--- src/core/mcr_pkg.sv ---
// Purpose: Constants for the protection control and region select block
// Assumes: Classic Wishbone slave, 32-bit data, word aligned registers
// Notes: Region match results arrive from the region logic outside
//
// How it works
// - Disabled unit: default map for all but system space fetches, which fault
// - Enabled, no background: unmatched access faults
// - Background map serves privileged accesses only
// - Any enabled region overrides the background
// - Background bit ignored while unit disabled
// - Negative priority handlers unprotected unless enabled
// - Handler bit keeps checks in negative priorities
// - Unprivileged unmatched access faults with background on
// - Privileged unmatched access uses default map with background on
// - Execute never on system space always enforced
// - Background only: privileged passes, unprivileged faults
// - System space and vector table permitted, except fetches from system space
// - Selector field picks region, values 0 to 7
// - Base write with valid bit loads selector
// - Base write without valid keeps selector
// - Highest numbered matching region wins
// - Prohibited access raises memory manage fault
package mcr_pkg;
    localparam int unsigned NUM_REGIONS = 8;
    localparam int unsigned ADDR_W = 8;
    localparam logic [7:0] OFS_CONTROL = 8'h04;
    localparam logic [7:0] OFS_SELECT = 8'h08;
    localparam logic [7:0] OFS_BASE = 8'h0c;
    localparam logic [7:0] OFS_ATTR = 8'h10;
    localparam int unsigned BIT_ENABLE = 0;
    localparam int unsigned BIT_HANDLER = 1;
    localparam int unsigned BIT_BACKGND = 2;
    localparam int unsigned BIT_VALID = 4;
    localparam int unsigned SEL_W = 8;
    localparam int unsigned REG_FIELD_W = 4;
    localparam logic [2:0] CTRL_RESET = 3'h0;
    localparam logic [7:0] SEL_RESET = 8'h00;
    localparam logic [7:0] SEL_MAX = 8'h07;
    localparam logic [31:0] ERR_DATA = 32'h00000000;
endpackage

--- src/core/mcr_checker.sv ---
// Purpose: Decides whether an access is allowed and which map applies
// Assumes: Control bits already registered
// Notes: Combinational; fault is a level valid with the access
`timescale 1ns/100ps
module mcr_checker (
    input wire logic enable_i,
    input wire logic handler_en_i,
    input wire logic backgnd_en_i,
    input wire logic neg_prio_i,
    input wire logic priv_i,
    input wire logic fetch_i,
    input wire logic sys_space_i,
    input wire logic vector_i,
    input wire logic region_found_i,
    input wire logic region_allow_i,
    output logic active_o,
    output logic default_map_o,
    output logic fault_o
);
    always_comb begin
        // Unpredictable handler bit with unit off is treated as off
        active_o = enable_i && (!neg_prio_i || handler_en_i);
        default_map_o = 1'b0;
        fault_o = 1'b0;
        if (sys_space_i && fetch_i) begin
            fault_o = 1'b1;
        end else if (!active_o) begin
            default_map_o = 1'b1;
        end else if (sys_space_i || vector_i) begin
            default_map_o = 1'b1;
        end else if (region_found_i) begin
            fault_o = !region_allow_i;
        end else if (backgnd_en_i && priv_i) begin
            default_map_o = 1'b1;
        end else begin
            fault_o = 1'b1;
        end
    end
endmodule

--- src/core/mcr_region_pick.sv ---
// Purpose: Picks the highest numbered enabled region matching an access
// Assumes: Per-region match and enable come from region logic
// Notes: Pure combinational priority encoder
`timescale 1ns/100ps
module mcr_region_pick (
    input wire logic [7:0] hit_i,
    input wire logic [7:0] en_i,
    output logic found_o,
    output logic [2:0] index_o
);
    logic [7:0] live;
    always_comb begin
        live = hit_i & en_i;
        found_o = |live;
        index_o = 3'h0;
        // Later indices overwrite earlier ones so the highest wins
        for (int i = 0; i < 8; i++) begin
            if (live[i]) begin
                index_o = 3'(i);
            end
        end
    end
endmodule

--- src/core/mcr_top.sv ---
// Purpose: Protection control and region select with Wishbone slave
// Assumes: One clock, synchronous active high reset
// Notes: Ack comes one cycle after the request is seen
`timescale 1ns/100ps
module mcr_top (
    input wire logic core_clk_i,
    input wire logic reset_i,
    input wire logic wb_cyc_i,
    input wire logic wb_stb_i,
    input wire logic wb_we_i,
    input wire logic [7:0] wb_adr_i,
    input wire logic [3:0] wb_sel_i,
    input wire logic [31:0] wb_dat_i,
    output logic [31:0] wb_dat_o,
    output logic wb_ack_o,
    input wire logic acc_valid_i,
    input wire logic acc_priv_i,
    input wire logic acc_fetch_i,
    input wire logic acc_neg_prio_i,
    input wire logic acc_sys_space_i,
    input wire logic acc_vector_i,
    input wire logic [7:0] region_hit_i,
    input wire logic [7:0] region_en_i,
    input wire logic [7:0] region_allow_i,
    input wire logic [31:0] region_base_rd_i,
    input wire logic [31:0] region_attr_rd_i,
    output logic [7:0] region_sel_o,
    output logic region_base_we_o,
    output logic region_attr_we_o,
    output logic [31:0] region_wdata_o,
    output logic [3:0] region_wsel_o,
    output logic protect_active_o,
    output logic default_map_o,
    output logic [2:0] region_index_o,
    output logic mem_manage_fault_o
);
    ////////////////////////////////////////////////////////////////////
    typedef struct packed {
        logic [2:0] ctrl;
        logic [7:0] sel;
        logic ack;
        logic [31:0] rdata;
        logic base_we;
        logic attr_we;
        logic [31:0] wdata;
        logic [3:0] wsel;
    } mcr_state_t;

    mcr_state_t st_q;
    mcr_state_t st_d;
    logic req;
    logic found;
    logic [2:0] idx;
    logic active;
    logic dmap;
    logic fault;

    function automatic logic [31:0] merge(input logic [31:0] old,
                                          input logic [31:0] nw,
                                          input logic [3:0] sel);
        logic [31:0] r;
        r = old;
        for (int b = 0; b < 4; b++) begin
            if (sel[b]) begin
                r[b*8 +: 8] = nw[b*8 +: 8];
            end
        end
        return r;
    endfunction

    assign req = wb_cyc_i && wb_stb_i && !st_q.ack;

    ////////////////////////////////////////////////////////////////////
    always_comb begin
        logic [31:0] cw;
        cw = 32'h00000000;
        st_d = st_q;
        st_d.ack = req;
        st_d.base_we = 1'b0;
        st_d.attr_we = 1'b0;
        if (req && wb_we_i) begin
            st_d.wdata = wb_dat_i;
            st_d.wsel = wb_sel_i;
            unique case (wb_adr_i)
                mcr_pkg::OFS_CONTROL: begin
                    cw = merge({29'h0, st_q.ctrl}, wb_dat_i, wb_sel_i);
                    st_d.ctrl = cw[2:0];
                end
                mcr_pkg::OFS_SELECT: begin
                    // Only 0 to 7 are legal; wider values are kept low
                    if (wb_sel_i[0]) begin
                        st_d.sel = {5'h00, wb_dat_i[2:0]};
                    end
                end
                mcr_pkg::OFS_BASE: begin
                    if (wb_sel_i[0] && wb_dat_i[mcr_pkg::BIT_VALID]) begin
                        st_d.sel = {5'h00, wb_dat_i[2:0]};
                    end
                    st_d.base_we = 1'b1;
                end
                mcr_pkg::OFS_ATTR: begin
                    st_d.attr_we = 1'b1;
                end
                default: begin
                end
            endcase
        end
        st_d.rdata = mcr_pkg::ERR_DATA;
        if (req && !wb_we_i) begin
            unique case (wb_adr_i)
                mcr_pkg::OFS_CONTROL: st_d.rdata = {29'h0, st_q.ctrl};
                mcr_pkg::OFS_SELECT: st_d.rdata = {24'h0, st_q.sel};
                mcr_pkg::OFS_BASE: st_d.rdata =
                    {region_base_rd_i[31:5], 1'b0, st_q.sel[3:0]};
                mcr_pkg::OFS_ATTR: st_d.rdata = region_attr_rd_i;
                default: st_d.rdata = mcr_pkg::ERR_DATA;
            endcase
        end
        if (reset_i) begin
            st_d = '0;
            st_d.ctrl = mcr_pkg::CTRL_RESET;
            st_d.sel = mcr_pkg::SEL_RESET;
        end
    end

    always_ff @(posedge core_clk_i) begin
        st_q <= st_d;
    end

    ////////////////////////////////////////////////////////////////////
    mcr_region_pick u_pick (
        .hit_i(region_hit_i),
        .en_i(region_en_i),
        .found_o(found),
        .index_o(idx)
    );

    mcr_checker u_check (
        .enable_i(st_q.ctrl[mcr_pkg::BIT_ENABLE]),
        .handler_en_i(st_q.ctrl[mcr_pkg::BIT_HANDLER]),
        .backgnd_en_i(st_q.ctrl[mcr_pkg::BIT_BACKGND]),
        .neg_prio_i(acc_neg_prio_i),
        .priv_i(acc_priv_i),
        .fetch_i(acc_fetch_i),
        .sys_space_i(acc_sys_space_i),
        .vector_i(acc_vector_i),
        .region_found_i(found),
        .region_allow_i(region_allow_i[idx]),
        .active_o(active),
        .default_map_o(dmap),
        .fault_o(fault)
    );

    assign wb_dat_o = st_q.rdata;
    assign wb_ack_o = st_q.ack;
    assign region_sel_o = st_q.sel;
    assign region_base_we_o = st_q.base_we;
    assign region_attr_we_o = st_q.attr_we;
    assign region_wdata_o = st_q.wdata;
    assign region_wsel_o = st_q.wsel;
    assign protect_active_o = active;
    assign default_map_o = dmap;
    assign region_index_o = idx;
    assign mem_manage_fault_o = acc_valid_i && fault;

    ////////////////////////////////////////////////////////////////////
    AST_OFF_NO_FAULT: assert property (@(posedge core_clk_i)
        disable iff (reset_i)
        (!st_q.ctrl[0] && acc_valid_i && !(acc_sys_space_i && acc_fetch_i))
        |-> !mem_manage_fault_o)
        else $error("Fault while protection off");
    AST_NO_BG_FAULT: assert property (@(posedge core_clk_i)
        disable iff (reset_i)
        (protect_active_o && !st_q.ctrl[2] && acc_valid_i && !found
         && !acc_sys_space_i && !acc_vector_i) |-> mem_manage_fault_o)
        else $error("Unmatched access did not fault");
    AST_BG_PRIV: assert property (@(posedge core_clk_i)
        disable iff (reset_i)
        (protect_active_o && st_q.ctrl[2] && acc_priv_i && !found
         && !acc_sys_space_i) |-> default_map_o && !mem_manage_fault_o)
        else $error("Privileged background access refused");
    AST_BG_UNPRIV: assert property (@(posedge core_clk_i)
        disable iff (reset_i)
        (protect_active_o && acc_valid_i && !acc_priv_i && !found
         && !acc_sys_space_i && !acc_vector_i) |-> mem_manage_fault_o)
        else $error("Unprivileged unmatched access passed");
    AST_HANDLER: assert property (@(posedge core_clk_i)
        disable iff (reset_i)
        (acc_neg_prio_i && !st_q.ctrl[1]) |-> !protect_active_o)
        else $error("Protection active in handler");
    AST_HANDLER_ON: assert property (@(posedge core_clk_i)
        disable iff (reset_i)
        (st_q.ctrl[0] && st_q.ctrl[1]) |-> protect_active_o)
        else $error("Protection dropped in handler");
    AST_SYS_OK: assert property (@(posedge core_clk_i)
        disable iff (reset_i)
        (acc_valid_i && (acc_vector_i || acc_sys_space_i) && !acc_fetch_i)
        |-> !mem_manage_fault_o)
        else $error("System or vector access faulted");
    AST_XN_SYS: assert property (@(posedge core_clk_i)
        disable iff (reset_i)
        (acc_valid_i && acc_sys_space_i && acc_fetch_i)
        |-> mem_manage_fault_o)
        else $error("Fetch from system space allowed");
    AST_REGION_WINS: assert property (@(posedge core_clk_i)
        disable iff (reset_i)
        (protect_active_o && found && !acc_sys_space_i && !acc_vector_i)
        |-> !default_map_o)
        else $error("Background used over an enabled region");
    AST_SEL_VALID: assert property (@(posedge core_clk_i)
        disable iff (reset_i)
        (req && wb_we_i && wb_adr_i == mcr_pkg::OFS_BASE && wb_sel_i[0]
         && wb_dat_i[mcr_pkg::BIT_VALID])
        |=> region_sel_o == {5'h00, $past(wb_dat_i[2:0])})
        else $error("Selector not loaded by base write");
    AST_SEL_KEEP: assert property (@(posedge core_clk_i)
        disable iff (reset_i)
        (req && wb_we_i && wb_adr_i == mcr_pkg::OFS_BASE
         && !(wb_sel_i[0] && wb_dat_i[mcr_pkg::BIT_VALID]))
        |=> $stable(region_sel_o) && region_base_we_o)
        else $error("Selector changed without valid bit");
    AST_SEL_RANGE: assert property (@(posedge core_clk_i)
        disable iff (reset_i)
        region_sel_o <= mcr_pkg::SEL_MAX)
        else $error("Selector out of range");
    AST_RESET: assert property (@(posedge core_clk_i)
        reset_i |=> st_q.ctrl == 3'h0 && region_sel_o == 8'h00)
        else $error("Reset did not clear registers");
    AST_ACK: assert property (@(posedge core_clk_i)
        disable iff (reset_i)
        (req) |=> wb_ack_o ##1 !wb_ack_o)
        else $error("Ack not single cycle");
    // Stale read data on an idle bus would mask a missed ack
    AST_IDLE_DATA: assert property (@(posedge core_clk_i)
        disable iff (reset_i)
        !wb_ack_o |-> wb_dat_o == mcr_pkg::ERR_DATA)
        else $error("Read data standing without ack");

    COV_FAULT: cover property (@(posedge core_clk_i) mem_manage_fault_o);
    COV_BG: cover property (@(posedge core_clk_i)
        protect_active_o && default_map_o && !found);
    COV_OVERLAP: cover property (@(posedge core_clk_i)
        $countones(region_hit_i & region_en_i) > 1);
    COV_VALID: cover property (@(posedge core_clk_i)
        region_base_we_o && region_sel_o != 8'h00);
endmodule

--- config.mk ---
export PLATFORM = sky130hd
export DESIGN_NAME = mcr_top
export DESIGN_NICKNAME = d
export VERILOG_FILES = /design/src/core/mcr_pkg.sv /design/src/core/mcr_checker.sv /design/src/core/mcr_region_pick.sv /design/src/core/mcr_top.sv
export SDC_FILE = /design/constraint.sdc
export NUM_CORES = 1
export LEC_CHECK = 0
export BUFFER_PORTS_ARGS = -buffer_cell sky130_fd_sc_hd__buf_2
export CORE_MARGIN = 2
export CORE_UTILIZATION = 46
export CTS_CLUSTER_DIAMETER = 80
export CTS_CLUSTER_SIZE = 20
export DETAILED_ROUTE_END_ITERATION = 8
export GPL_TIMING_DRIVEN = 0
export PLACE_DENSITY = 0.86
export SETUP_SLACK_MARGIN = 0.02
export SYNTH_ARGS = -nofsm -noshare
export SYNTH_HDL_FRONTEND = slang
export SYNTH_HIERARCHICAL = 1
export SYNTH_SLANG_ARGS = --single-unit
--- constraint.sdc ---
create_clock -name core_clk_i -period 4.45 [get_ports core_clk_i]
set_input_delay 0.89 -clock core_clk_i [delete_from_list [all_inputs] [get_ports core_clk_i]]
set_output_delay 0.89 -clock core_clk_i [all_outputs]
set_load 0.1 [all_outputs]
Word level (Yosys, flattened, before mapping)

Index checks and enable logic that the tools add are counted.
W data, S select, Z words.

Logic and storage cells: 64
Flip-flop bits (word level): 82
Input bits: 143
Output and inout bits: 85

Reductions and logical operators: 21
Bitwise logic cells: 3
Order comparisons: 1
Muxes and demuxes: 25
Eq/ne operators: 6

Operators with widths:

| kind                 | number |
|---|---|
| $pmux W32 S4         | 1 |
| $eq A8 B4 Y1 const B | 2 |
| $mux W8              | 2 |
| $pmux W8 S2          | 1 |
| $mux W1              | 14 |
| $mux W3              | 4 |
| $logic_and A1 B1 Y1  | 9 |
| $and A8 B8 Y8        | 1 |
| $eq A8 B3 Y1 const B | 1 |
| $eq A8 B5 Y1 const B | 1 |
| $reduce_or A8 Y1     | 1 |
| $logic_not A1 Y1     | 4 |
| $lt A3 B4 Y1 const B | 1 |
| $mux W2              | 2 |
| $ne A2 B2 Y1 const B | 2 |
| $reduce_and A4 Y1    | 1 |
| $reduce_or A2 Y1     | 2 |
| $bmux W1 S3          | 1 |
| $reduce_and A3 Y1    | 1 |
| $logic_or A1 B1 Y1   | 2 |
| $not A1 Y1           | 2 |
| $reduce_bool A2 Y1   | 1 |

Depth between registers and ports, before layout

Depth after elaboration: 16
Mapped depth: 8
Mapped depth without buffers: 8

Modules after synthesis

Netlist, hierarchy kept.

By module, submodules not included:

| module          | instances | area an instance (um^2) | seq. area each (um^2) | cells an instance |
|---|---|---|---|---|
| mcr_top         | 1         | 3415.8                  | 1541.5                | 400 |
| mcr_region_pick | 1         | 91.3                    | 0.0                   | 15 |
| mcr_checker     | 1         | 50.0                    | 0.0                   | 9 |

Worst setup path after synthesis

OpenSTA, ideal clock, no wires.

Path type: input-to-output
Start: input region_hit_i[2]
End: output mem_manage_fault_o
Setup slack: -1776 ps
Data arrival time: 5336 ps
Stages on the path: 8
Data required time: 3560 ps
Cell sequence: nand2_1 a32oi_1 o21ai_0 mux4_2 mux2_2 and2_1 o21ai_1 and2_1

Word-level cells in the longest chain between the ends: 15
Elaborated cells between the ends (all ways): 16
Those cells by class: mux (12); bitwise (1); reduce/logical (3)

RTL lines:

| element                       | RTL line              | RTL |
|---|---|---|
| from (decl)                   | mcr_top.sv:22         | `input wire logic [7:0] region_hit_i,` |
| $and A8 B8 Y8                 | mcr_region_pick.sv:13 | `live = hit_i & en_i;` |
| $mux W2 (2 in series)         | mcr_region_pick.sv:18 | `if (live[i]) begin` |
| $mux W3 (4 in series)         | mcr_region_pick.sv:18 |  |
| named net region_index_o[0]   | mcr_top.sv:34         | `output logic [2:0] region_index_o,` |
| $bmux W1 S3                   | mcr_top.sv:148        | `.region_allow_i(region_allow_i[idx]),` |
| $mux W1 (implied by the code) | mcr_top.sv:148        |  |
| $logic_not A1 Y1              | mcr_checker.sv:32     | `fault_o = !region_allow_i;` |
| $mux W1                       | mcr_checker.sv:31     | `end else if (region_found_i) begin` |
| $mux W1                       | mcr_checker.sv:29     | `end else if (sys_space_i \|\| vector_i) begin` |
| $mux W1                       | mcr_checker.sv:27     | `end else if (!active_o) begin` |
| $mux W1                       | mcr_checker.sv:25     | `if (sys_space_i && fetch_i) begin` |
| named net fault               | mcr_top.sv:56         | `logic fault;` |
| $logic_and A1 B1 Y1           | mcr_top.sv:164        | `assign mem_manage_fault_o = acc_valid_i && fault;` |
| to (decl)                     | mcr_top.sv:35         | `output logic mem_manage_fault_o` |

The timed path passes the listed nets, and every way through them passes these cells. The select of a mux whose other input is x is not followed.

Final worst setup path

Start: input region_hit_i[2]
End: output mem_manage_fault_o

Word-level cells in the longest chain between the ends: 15
Elaborated cells between the ends (all ways): 16
Those cells by class: mux (12); bitwise (1); reduce/logical (3)

RTL lines:

| element                       | RTL line |
|---|---|
| $and A8 B8 Y8 *               | mcr_region_pick.sv:13 |
| $mux W2 (2 in series)         | mcr_region_pick.sv:18 |
| $mux W3 (4 in series)         | mcr_region_pick.sv:18 |
| $bmux W1 S3                   | mcr_top.sv:148 |
| $mux W1 (implied by the code) | mcr_top.sv:148 |
| $logic_not A1 Y1              | mcr_checker.sv:32 |
| $mux W1 *                     | mcr_checker.sv:31 |
| $mux W1 *                     | mcr_checker.sv:29 |
| $mux W1 *                     | mcr_checker.sv:27 |
| $mux W1 *                     | mcr_checker.sv:25 |
| named net fault               | mcr_top.sv:56 |
| $logic_and A1 B1 Y1 *         | mcr_top.sv:164 |

Mark *: on every way through the listed nets, which the timed path passes. The rest lies on a longest branch. The select of a mux whose other input is x is not followed.

==> flow_summary.toml <==
[layout]
instances_no_fill = 762
final_common_cell = "buf_2"
final_nets = 798
final_cell_mix = "218 x buf_2, 88 x nand2_1, 77 x buf_4, 77 x dfxtp_1, 39 x a21oi_1"
diodes = 0
area_delta_synth_final_pct = 40.0
drive_above_1_share_pct = 49.5
fill_cells = 675
multi_input_area_mm2 = 0.00137
area.sequential_mm2 = 0.00154

[pwr]
p_per_area_mw_per_mm2 = 293
p_leak_nw = 2.46
net-switching-power_uw = 455
clkPwrFrac_pct = 31.9
sw_frac_of_total_pct = 31.1
ir_drop_mv = 0.216
power_frac_comb_pct = 19.8
cell_internal_pwr_mw = 1.01
seq_power_share_pct = 48.2

[status]
outcome = "complete, no violations"

[synth]
synth_xor_area_share_pct = 0.246
synth.avg_cell_area_um2 = 8.39
synth_compound_area_share_pct = 15.1
syn_area_mm2 = 0.00356
synth_edf_count = 0
synth_cell_types = 36
ys_seq_area_share_pct = 43.3
synth_seq_cells = 77
synth-async-reset-ratio_pct = 0
yosysWarnings = 6
synth_top_family_by_area = "simple AND/OR/NAND/NOR gates"
synth-simple-area-share_pct = 19.6
synth-adder-area-share_pct = 0
muxShareOfSynthArea_pct = 2.43
syn_inst = 424
synth_flop_cell = "dfxtp_1"

[global_route]
grt_max_degree = 14
grt_use_total_pct = 23.0
overflow = 0
grt_first_pass_wirelength_um = 15600
grt_antenna_before_repair = 0
grt_pass1_vias = 3497

[clock_network]
clkTransAtPathRegs_ns = 0.08
tritoncts = "built"
cts_buffers = 9
cts.htree.levels = 3
cts_max_path_buffers = 2
post_cts_buffers = 0
cts_sinks = 77
ctsHoldBuffers = 0
clock_latency_ns = 0.34
cts_resized = 0
cts-root-buf = "clkbuf_8"

[floorplanning]
coreArea_mm2 = 0.00761
num_rows = 32
die_width_um = 91.9
dieArea_mm2 = 0.00845
start_util_pct = 46.8
fp.dieH_um = 91.9
io_pins = 228

[timing]
hold_viol_final = 0
fin_ws_ns = 0.481
whs_ns = 0.457
rsz0062_at_grt = "no"
maxSlewViolCount = 0
period_needed_ns = 3.97
worst_slew_pin_slew_ns = 0.587
tns_ns = 0
fin_skew_ns = 0.0114
finalSetupViolations = 0
slew_headroom_pct = 60.5
min_period_over_period_pct = 89.2
fmax_mhz = 252

[worst_setup_path]
cp_slowest_cell = "mux4_2"
endpoint_kind = "output port"
cp.arrival_ns = 3.08
r2r_slack_ns = 2.68
path_cells = "buf_2 > nand2_1 > a32oi_1 > o21ai_4 > mux4_2 > mux2_2 > and2_1 > o21ai_1 > and2_1 > buf_2"
cp_slowest_stage_delay_ns = 0.52
required_ns = 3.56
start_kind = "input pin"
crit_path_max_fanout = 3
worst-setup-path-type = "in2out"

[place]
dpl_worst_slack_ns = 0.473
gp_congestion = 0.841
dp.cells = 746
io_buffers = 216
dpl.hpwl_um = 8100

[drt]
drt_pre_antenna_iters = 4
vias_per_cell = 4.74
ant_nets = 0
wire_per_inst_um = 13.1
drc = 0
drt-initial-drc-count = 99
drt-total-wl_um = 9990
vias = 3611

[run]
drv_cap = 0

[min_path]
min_path_type = "reg2reg"
-- power groups by stage --
| stage | clock (mW) | sequential, mW | combinational [mW] |
|---|---|---|---|
| finish | 0.467 | 0.705 | 0.290 |
| global route | 0.516 | 0.706 | 0.306 |
| floorplan | 0 | 0.722 | 0.194 |
| global placement | 0 | 0.720 | 0.284 |
| CTS | 0.478 | 0.705 | 0.289 |
| detailed placement | 0 | 0.721 | 0.288 |
-- metrics by stage --
step	area (um^2)	total power [mW]	utilization, %
6_report	4980	1.46	65.5
5_1_grt	4980	1.53	65.5
4_1_cts	4980	1.47	65.5
3_5_place_dp	4800	1.01	63.1
3_3_place_gp	4800	1.00	63.1
2_1_floorplan	3590	0.916	-
-- sequential cells by signal, summed over array words and instances (netlist names) --
| signal | count |
|---|---|
| region_wdata_o | 32 |
| wb_dat_o | 32 |
| region_wsel_o | 4 |
| region_sel_o | 3 |
| st_q | 3 |
| region_attr_we_o | 1 |
| region_base_we_o | 1 |
| wb_ack_o | 1 |
-- metal layers --
metal / GRT usage [%] / part of all wire (%) / vias up / wire length (um)
met5: 0 / 0 / - / 0
met4: 8.58 / 1.5 / 0 / 151
met3: 7.23 / 9.1 / 18 / 912
met2: 41.7 / 49 / 163 / 4910
met1: 24.9 / 40 / 1623 / 4010
li1: - / - / 1807 / -
-- synth_stat cells, types with 2 or more instances --
cell      instances  share of area (%)
a21oi_1          39                5.5
a22oi_1          31                6.5
a22oi_2           3                1.1
a32oi_1           2               0.49
and2_1            5               0.88
and3_1            4               0.70
and4b_1           2               0.56
buf_2             2               0.28
buf_4            77                 16
buf_6             3               0.95
clkbuf_1         14                1.5
dfxtp_1          77                 43
mux2i_1           3               0.84
mux4_2            2                1.3
nand2_1          88                9.3
nand2b_1          3               0.53
nand3_1           4               0.56
nand4_1           2               0.35
nor2_1           38                4.0
nor4_1            2               0.35
o21ai_0           7               0.98
o21ai_1           2               0.28
-- final cells by class --
type                       instances  area share [%]
sequential                        77            31.0
multi-input combinational        253            27.5
timing repair buffer             216            21.7
buffer                            97            13.6
clock buffer                      10            2.76
tap                              102            2.56
clock inverter                     6           0.779
inverter                           1          0.0754
-- final timing paths --
path                                   startpoint                              end  cells after the start
setup / recovery                  region_hit_i[2]               mem_manage_fault_o                     10
hold / removal    region_wdata_o[11]$_SDFFE_PP0P_  region_wdata_o[11]$_SDFFE_PP0P_                      2
hold reg to reg   region_wdata_o[11]$_SDFFE_PP0P_  region_wdata_o[11]$_SDFFE_PP0P_                      2
setup reg to reg              wb_ack_o$_SDFF_PP0_           wb_dat_o[5]$_SDFF_PP0_                      4
-- kinds of logic (layout without fill, tap and decap cells) --
group / Yosys count / count (layout)
mux: 6 / 6
buf+inv: 98 / 330
flops: 77 / 77
other cells: 1 / 5
simple gates: 156 / 156
compound gates: 85 / 85
xor+xnor: 1 / 1
-- worst max-delay path, delay by kind of cell --
kind	cells	cell delay, ns
buffers and inverters	2	0.53
and+or+nand+nor	3	0.37
muxes	2	0.79
AOI/OAI and AO/OA	3	0.48
(Power assumes the default switching activity.)
